==> src/include/umc_pkg.sv <==
package umc_pkg;
  // ----------------------------------------------------------------
  // Modem line control field positions
  // ----------------------------------------------------------------
  localparam int unsigned ClkDivBit    = 7;
  localparam int unsigned IrModeBit    = 6;
  localparam int unsigned AnyResumeBit = 5;
  localparam int unsigned LoopBit      = 4;
  localparam int unsigned ResvBit      = 3;
  localparam int unsigned TrigEnBit    = 2;
  localparam int unsigned RtsBit       = 1;
  localparam int unsigned DtrBit       = 0;
  localparam int unsigned EfrWeBit     = 4;
  // Bits that need the enhanced write enable
  localparam logic [7:0]  ProtMask     = 8'he4;
  // Bits that never store
  localparam logic [7:0]  ResvMask     = 8'h08;
  localparam logic [7:0]  ResetVal     = 8'h00;
  // Prescaler ratios
  localparam int unsigned DivSlow      = 4;
  localparam logic [1:0]  DivLast      = 2'h3;
  // Modem status positions fed in loopback
  localparam int unsigned StatCtsBit   = 4;
  localparam int unsigned StatDsrBit   = 5;
  // Pin function select and pin-state positions for terminal-ready routing
  localparam int unsigned PinFnBit1    = 1;
  localparam int unsigned PinFnBit2    = 2;
  localparam int unsigned PinFive      = 5;
  localparam int unsigned PinOne       = 1;
endpackage

==> src/core/umc_modem_line_control.sv <==
// Operation
// Bit7 selects clock divide by one or four
// Bit6 selects normal or infrared encoding
// Bit5 enables any-character resume
// Bit4 loops transmit back to receive
// Loopback feeds low control bits into status
// Bit2 enables trigger register access
// Bit1 drives request-to-send, active low
// Loopback request-to-send sets status bit four
// Auto flow control overrides request-to-send bit
// Bit0 drives terminal-ready on assigned pin
// Pin-state writes ignored on terminal-ready pin
// Protected bits write only when enable set
// Bit3 reserved, reads zero
module umc_modem_line_control (
  input  wire logic       mclk,
  input  wire logic       reset,
  input  wire logic       regWrite,
  input  wire logic [7:0] regWdata,
  output logic      [7:0] regRdata,
  input  wire logic [7:0] enhancedFeatureReg,
  input  wire logic [7:0] pinFunctionControl,
  input  wire logic [7:0] pinStateWrite,
  input  wire logic       autoRtsEn,
  input  wire logic       autoRtsLevelN,
  input  wire logic       txSerial,
  input  wire logic       rxPin,
  input  wire logic       ctsPinN,
  input  wire logic       dsrPinN,
  output logic            rtsPinN,
  output logic            generalPinFive,
  output logic            generalPinOne,
  output logic            rxToCore,
  output logic            baudClkEn,
  output logic            irModeEn,
  output logic            anyResumeEn,
  output logic            trigRegAccessEn,
  output logic            loopbackEn,
  output logic      [1:0] statusLines
);

  // ----------------------------------------------------------------
  // Input synchronisers for pins
  // ----------------------------------------------------------------
  logic [2:0] pinMeta_q;
  logic [2:0] pinSync_q;
  always_ff @(posedge mclk or posedge reset) begin
    if (reset) begin
      pinMeta_q <= 3'h7;
      pinSync_q <= 3'h7;
    end else begin
      pinMeta_q <= {dsrPinN, ctsPinN, rxPin};
      pinSync_q <= pinMeta_q;
    end
  end

  // ----------------------------------------------------------------
  // Register
  // ----------------------------------------------------------------
  logic [7:0] ctrl_q;
  logic [7:0] ctrl_d;
  logic [7:0] wrMask;
  always_comb begin
    wrMask = ~umc_pkg::ResvMask;
    if (!enhancedFeatureReg[umc_pkg::EfrWeBit]) begin
      wrMask = wrMask & ~umc_pkg::ProtMask;
    end
    ctrl_d = ctrl_q;
    if (regWrite) begin
      ctrl_d = (regWdata & wrMask) | (ctrl_q & ~wrMask);
    end
  end
  always_ff @(posedge mclk or posedge reset) begin
    if (reset) begin
      ctrl_q <= umc_pkg::ResetVal;
    end else begin
      ctrl_q <= ctrl_d;
    end
  end

  // ----------------------------------------------------------------
  // Prescaler
  // ----------------------------------------------------------------
  logic [1:0] div_q;
  logic [1:0] div_d;
  logic       baud_d;
  // The counter end and the slow ratio must agree, or the slow baud tick drifts
  if (umc_pkg::DivSlow != int'(umc_pkg::DivLast) + 1) begin : g_divCheck
    $error("prescaler counter end does not match the slow ratio");
  end
  always_comb begin
    div_d  = div_q + 2'h1;
    baud_d = 1'b1;
    if (ctrl_q[umc_pkg::ClkDivBit]) begin
      baud_d = (div_q == umc_pkg::DivLast);
    end
  end

  // ----------------------------------------------------------------
  // Output side
  // ----------------------------------------------------------------
  logic       dtrAssigned;
  logic       rts_d;
  logic       pin5_d;
  logic       pin1_d;
  logic       rx_d;
  logic [1:0] stat_d;
  logic       loopOn;
  always_comb begin
    loopOn      = ctrl_q[umc_pkg::LoopBit];
    dtrAssigned = pinFunctionControl[umc_pkg::PinFnBit1] | pinFunctionControl[umc_pkg::PinFnBit2];
    rts_d = ~ctrl_q[umc_pkg::RtsBit];
    if (autoRtsEn) begin
      rts_d = autoRtsLevelN;
    end
    pin5_d = pinStateWrite[umc_pkg::PinFive];
    pin1_d = pinStateWrite[umc_pkg::PinOne];
    if (dtrAssigned) begin
      pin5_d = ~ctrl_q[umc_pkg::DtrBit];
      pin1_d = ~ctrl_q[umc_pkg::DtrBit];
    end
    rx_d   = pinSync_q[0];
    stat_d = ~pinSync_q[2:1];
    if (loopOn) begin
      rx_d   = txSerial;
      stat_d = {ctrl_q[umc_pkg::DtrBit], ctrl_q[umc_pkg::RtsBit]};
    end
  end

  always_ff @(posedge mclk or posedge reset) begin
    if (reset) begin
      div_q           <= 2'h0;
      baudClkEn       <= 1'b0;
      regRdata        <= umc_pkg::ResetVal;
      rtsPinN         <= 1'b1;
      generalPinFive  <= 1'b1;
      generalPinOne   <= 1'b1;
      rxToCore        <= 1'b1;
      statusLines     <= 2'h0;
      irModeEn        <= 1'b0;
      anyResumeEn     <= 1'b0;
      trigRegAccessEn <= 1'b0;
      loopbackEn      <= 1'b0;
    end else begin
      div_q           <= div_d;
      baudClkEn       <= baud_d;
      regRdata        <= ctrl_d & ~umc_pkg::ResvMask;
      rtsPinN         <= rts_d;
      generalPinFive  <= pin5_d;
      generalPinOne   <= pin1_d;
      rxToCore        <= rx_d;
      statusLines     <= stat_d;
      irModeEn        <= ctrl_d[umc_pkg::IrModeBit];
      anyResumeEn     <= ctrl_d[umc_pkg::AnyResumeBit];
      trigRegAccessEn <= ctrl_d[umc_pkg::TrigEnBit];
      loopbackEn      <= ctrl_d[umc_pkg::LoopBit];
    end
  end

  // ----------------------------------------------------------------
  // Assertions
  // ----------------------------------------------------------------
  property p_r12;
    @(posedge mclk) disable iff (reset)
      regWrite && !enhancedFeatureReg[umc_pkg::EfrWeBit] |=>
        (regRdata & umc_pkg::ProtMask) == ($past(regRdata) & umc_pkg::ProtMask);
  endproperty
  a_r12: assert property (p_r12) else $error("protected bits changed");

  property p_r13;
    @(posedge mclk) disable iff (reset) regRdata[3] == 1'b0;
  endproperty
  a_r13: assert property (p_r13) else $error("reserved bit set");

  property p_r1;
    @(posedge mclk) disable iff (reset) !ctrl_q[7] |=> baudClkEn;
  endproperty
  a_r1: assert property (p_r1) else $error("undivided clock enable missing");

  property p_r7;
    @(posedge mclk) disable iff (reset) !autoRtsEn |=> rtsPinN == !$past(ctrl_q[1]);
  endproperty
  a_r7: assert property (p_r7) else $error("rts level wrong");

  property p_r9;
    @(posedge mclk) disable iff (reset) autoRtsEn |=> rtsPinN == $past(autoRtsLevelN);
  endproperty
  a_r9: assert property (p_r9) else $error("auto rts not followed");

  property p_r8;
    @(posedge mclk) disable iff (reset) ctrl_q[4] |=> statusLines[0] == $past(ctrl_q[1]);
  endproperty
  a_r8: assert property (p_r8) else $error("loopback status wrong");

  property p_r4;
    @(posedge mclk) disable iff (reset) ctrl_q[4] |=> rxToCore == $past(txSerial);
  endproperty
  a_r4: assert property (p_r4) else $error("loopback rx wrong");

  property p_r10;
    @(posedge mclk) disable iff (reset)
      (pinFunctionControl[1] | pinFunctionControl[2]) |=> generalPinFive == !$past(ctrl_q[0]);
  endproperty
  a_r10: assert property (p_r10) else $error("dtr pin wrong");

  property p_r11;
    @(posedge mclk) disable iff (reset)
      (pinFunctionControl[umc_pkg::PinFnBit1] | pinFunctionControl[umc_pkg::PinFnBit2]) |=>
        generalPinOne == !$past(ctrl_q[umc_pkg::DtrBit]);
  endproperty
  a_r11: assert property (p_r11) else $error("terminal-ready pin one wrong");

  property p_r5;
    @(posedge mclk) disable iff (reset)
      ctrl_q[umc_pkg::LoopBit] |=> statusLines[1] == $past(ctrl_q[umc_pkg::DtrBit]);
  endproperty
  a_r5: assert property (p_r5) else $error("loopback terminal-ready status wrong");

  // Unlocked writes must reach the mode outputs at the write edge
  property p_r2;
    @(posedge mclk) disable iff (reset)
      regWrite && enhancedFeatureReg[umc_pkg::EfrWeBit] |=> irModeEn == $past(regWdata[umc_pkg::IrModeBit]);
  endproperty
  a_r2: assert property (p_r2) else $error("infrared mode not taken");

  property p_r3;
    @(posedge mclk) disable iff (reset)
      regWrite && enhancedFeatureReg[umc_pkg::EfrWeBit] |=>
        anyResumeEn == $past(regWdata[umc_pkg::AnyResumeBit]);
  endproperty
  a_r3: assert property (p_r3) else $error("any-character resume not taken");

  property p_r6;
    @(posedge mclk) disable iff (reset)
      regWrite && enhancedFeatureReg[umc_pkg::EfrWeBit] |=>
        trigRegAccessEn == $past(regWdata[umc_pkg::TrigEnBit]);
  endproperty
  a_r6: assert property (p_r6) else $error("trigger access enable not taken");

  c_loop:  cover property (@(posedge mclk) disable iff (reset) loopbackEn);
  c_div4:  cover property (@(posedge mclk) disable iff (reset) ctrl_q[7] ##1 !baudClkEn);
  c_block: cover property (@(posedge mclk) disable iff (reset) regWrite && !enhancedFeatureReg[4]);
  c_dtr:   cover property (@(posedge mclk) disable iff (reset) (pinFunctionControl[2:1] != 2'h0) && ctrl_q[0]);
endmodule

==> config.mk <==
export PLATFORM = sky130hd
export DESIGN_NAME = umc_modem_line_control
export DESIGN_NICKNAME = d
export VERILOG_FILES = /design/src/include/umc_pkg.sv /design/src/core/umc_modem_line_control.sv
export SDC_FILE = /design/constraint.sdc
export NUM_CORES = 1
export LEC_CHECK = 0
export BUFFER_PORTS_ARGS = -buffer_cell sky130_fd_sc_hd__buf_2
export CAP_MARGIN = 20
export CORE_ASPECT_RATIO = 0.6
export CORE_MARGIN = 2
export CORE_UTILIZATION = 25
export CTS_CLUSTER_SIZE = 30
export DETAILED_ROUTE_END_ITERATION = 8
export GPL_ROUTABILITY_DRIVEN = 0
export HOLD_SLACK_MARGIN = 0.05
export PLACE_DENSITY_LB_ADDON = 0.3
export SETUP_SLACK_MARGIN = 0.15
export SYNTH_ARGS = -nofsm -noshare
export SYNTH_HDL_FRONTEND = slang
export SYNTH_SLANG_ARGS = --single-unit
==> constraint.sdc <==
create_clock -name mclk -period 1.4 [get_ports mclk]
set_input_delay 0.21 -clock mclk [delete_from_list [all_inputs] [get_ports mclk]]
set_output_delay 0.21 -clock mclk [all_outputs]
set_load 0.05 [all_outputs]
==> qor.csv <==
metric,value,unit
status,completed,
fin_cells,137,
route.antenna.remaining_nets,0,
max_stage_delay,0.52,ns
crit_family,flip-flops,
synth.avg_cell_area,14.83,um2
ioPinCount,60,
cts_max_path_buffers,2,
clk_pin_slew,0.07,ns
period_minus_slack,1.203,ns
slew_violations,0,
dpl.hpwl,1.032,mm
dr.pass1.iters,2,
hp-class,primary input to flop,
clkPwrFrac,0.333,
cts_tree,built,
intPower,1.205,mW
cp.arrival,0.99,ns
grt_pass1_vias,499,
mappedNetlistNets,95,
n_antenna_cell,0,
total_leakage_power,0.5557,nW
syn_inst,53,
period_share,0.8590,
routed_via_density,3.781,
io_buffers,38,
cts_buffers,3,
placed_area,998.5,um2
setup_viol,0,
path_max_fanout,1,
grt_max_degree,23,
syn-cell-area,785.8,um2
critPathCaptureType,output pin,
final_nets,138,
final_area,0.001126,mm2
final_core_util,0.3846,
rows,15,
cp_slowest_cell,dfstp_2,
routed_wl,1.333,mm
fp.dieW,76.38,um
clk_latency,0.26,ns
wl_per_cell,9.730,um
ir_drop,0.7114,mV
synth.distinct_cells,14,
timing.hold.ws,0.1105,ns
grt_pass1_wl,2.180,mm
fin_setup_tns,0,ns
drive_gt1_frac,0.6526,
yosysSeqAreaShare,0.7166,
critical_path_buf_inv_count,1,
area_growth_syn_to_layout,43.31,%
drt_iter0_drc,6,
clock_skew,0.003269,ns
grt_overflow,0,
grt_use_total,0.08148,
yosys_warnings,0,
finalHoldViolations,0,
rsz0062_at_grt,no,
core_region_area,0.002928,mm2
cts_root_buf,clkbuf_8,
p_comb_frac,0.243,
switching_share,0.3066,
antenna_found_initial,0,
htreeDepth,1,
sequentialPowerShare,0.424,
synth_seq_cells,22,
placedCellCount,129,
fp.dieH,47.43,um
fmax,831.5,MHz
p_sw,0.5327,mW
fillers,306,
dieArea,0.003622,mm2
path_cells,clkbuf_4,
clock-sinks,22,
p_per_area,1543,mW/mm2
route.detailed.drc,0,
num_vias,518,
start_kind,flop,
cap_violations,0,
critPathKind,flop to output pin,
start_util,0.2684,
cp.required,1.19,ns
## metrics by stage
stage | power [mW] | setup WS (ns)
2_1_floorplan | 1.072 | 0.1999
3_3_place_gp | 1.154 | 0.4231
3_5_place_dp | 1.159 | 0.3987
4_1_cts | 1.759 | 0.09603
5_1_grt | 1.831 | 0.1561
6_report | 1.738 | 0.1974
## Yosys cell counts, drive strengths merged
cell type | instances | area [um2]
nand2 | 4 | 17.52
dfstp | 10 | 262.8
mux2 | 7 | 78.83
o31ai | 2 | 15.01
buf | 5 | 37.54
o21bai | 1 | 7.510
conb | 1 | 3.750
dfrtp | 12 | 300.3
inv | 5 | 18.77
o21ai | 3 | 15.01
ha | 1 | 12.51
nand2b | 1 | 6.260
mux2i | 1 | 10.01
## what timing repair did
action                                  CTS  global route
gates resized for setup                   1             6
endpoints found under the setup margin    3             5
hold buffers                              4             0
buffers inserted                          0             0
endpoints found under the hold margin    15             0
## placed cells by master (no fill, tap or decap)
cell type       n
nand2_2         1
mux2i_1         1
o21ai_0         3
clkbuf_4        5
dfstp_2        10
dlygate4sd3_1   4
o21bai_1        1
o31ai_1         2
dfrtp_2         1
nand2b_1        1
mux2_2          7
dfrtp_1        11
inv_1           5
clkbuf_8        3
conb_1          1
buf_4           2
buf_2          32
ha_1            1
bufinv_16       1
nand2_1         3
## cells by family after synthesis
family / share of synthesized area
other: 0.004772
buffers and inverters: 0.07166
and+or+nand+nor: 0.03026
adders and majority gates: 0.01592
DFF: 0.7166
muxes: 0.1131
AOI/OAI and AO/OA: 0.04776
## final timing paths
check / slack [ns] / to / start / depth (start not counted)
worst max-delay path: 0.20 / generalPinOne / generalPinOne / 1
worst min-delay path: 0.11 / rtsPinN / autoRtsEn / 2
worst max register to register: 0.54 / ctrl_q[4] / ctrl_q[4] / 1
worst min register to register: 0.36 / pinSync_q[0] / pinMeta_q[0] / 0
max in group asynchronous: 0.61 / rtsPinN / reset / 4
min in group asynchronous: 0.51 / div_q[0] / reset / 4
## metal layers
metal,track usage,wire [um]
met3,0.05094,109
met2,0.1504,670
met5,0,0
met1,0.08166,546
met4,0.02182,6
## power by group through the flow
stage          sequential, mW  combinational [mW]  clock [mW]
2_1_floorplan           0.926               0.145           0
3_3_place_gp            0.747               0.407           0
3_5_place_dp            0.750               0.410           0
4_1_cts                 0.738               0.420       0.601
5_1_grt                 0.747               0.443       0.642
6_report                0.737               0.422       0.579
## final cells by class
cell class	count	area [um2]	share of cell area
Multi-Input combinational cell	21	166.4	0.1478
Inverter	5	18.77	0.01667
Sequential cell	22	564.3	0.5011
Tap cell	42	52.55	0.04667
Clock inverter	1	30.03	0.02667
Clock buffer	3	41.29	0.03667
Timing Repair Buffer	43	252.7	0.2244
Power figures use the tool's default switching activity.
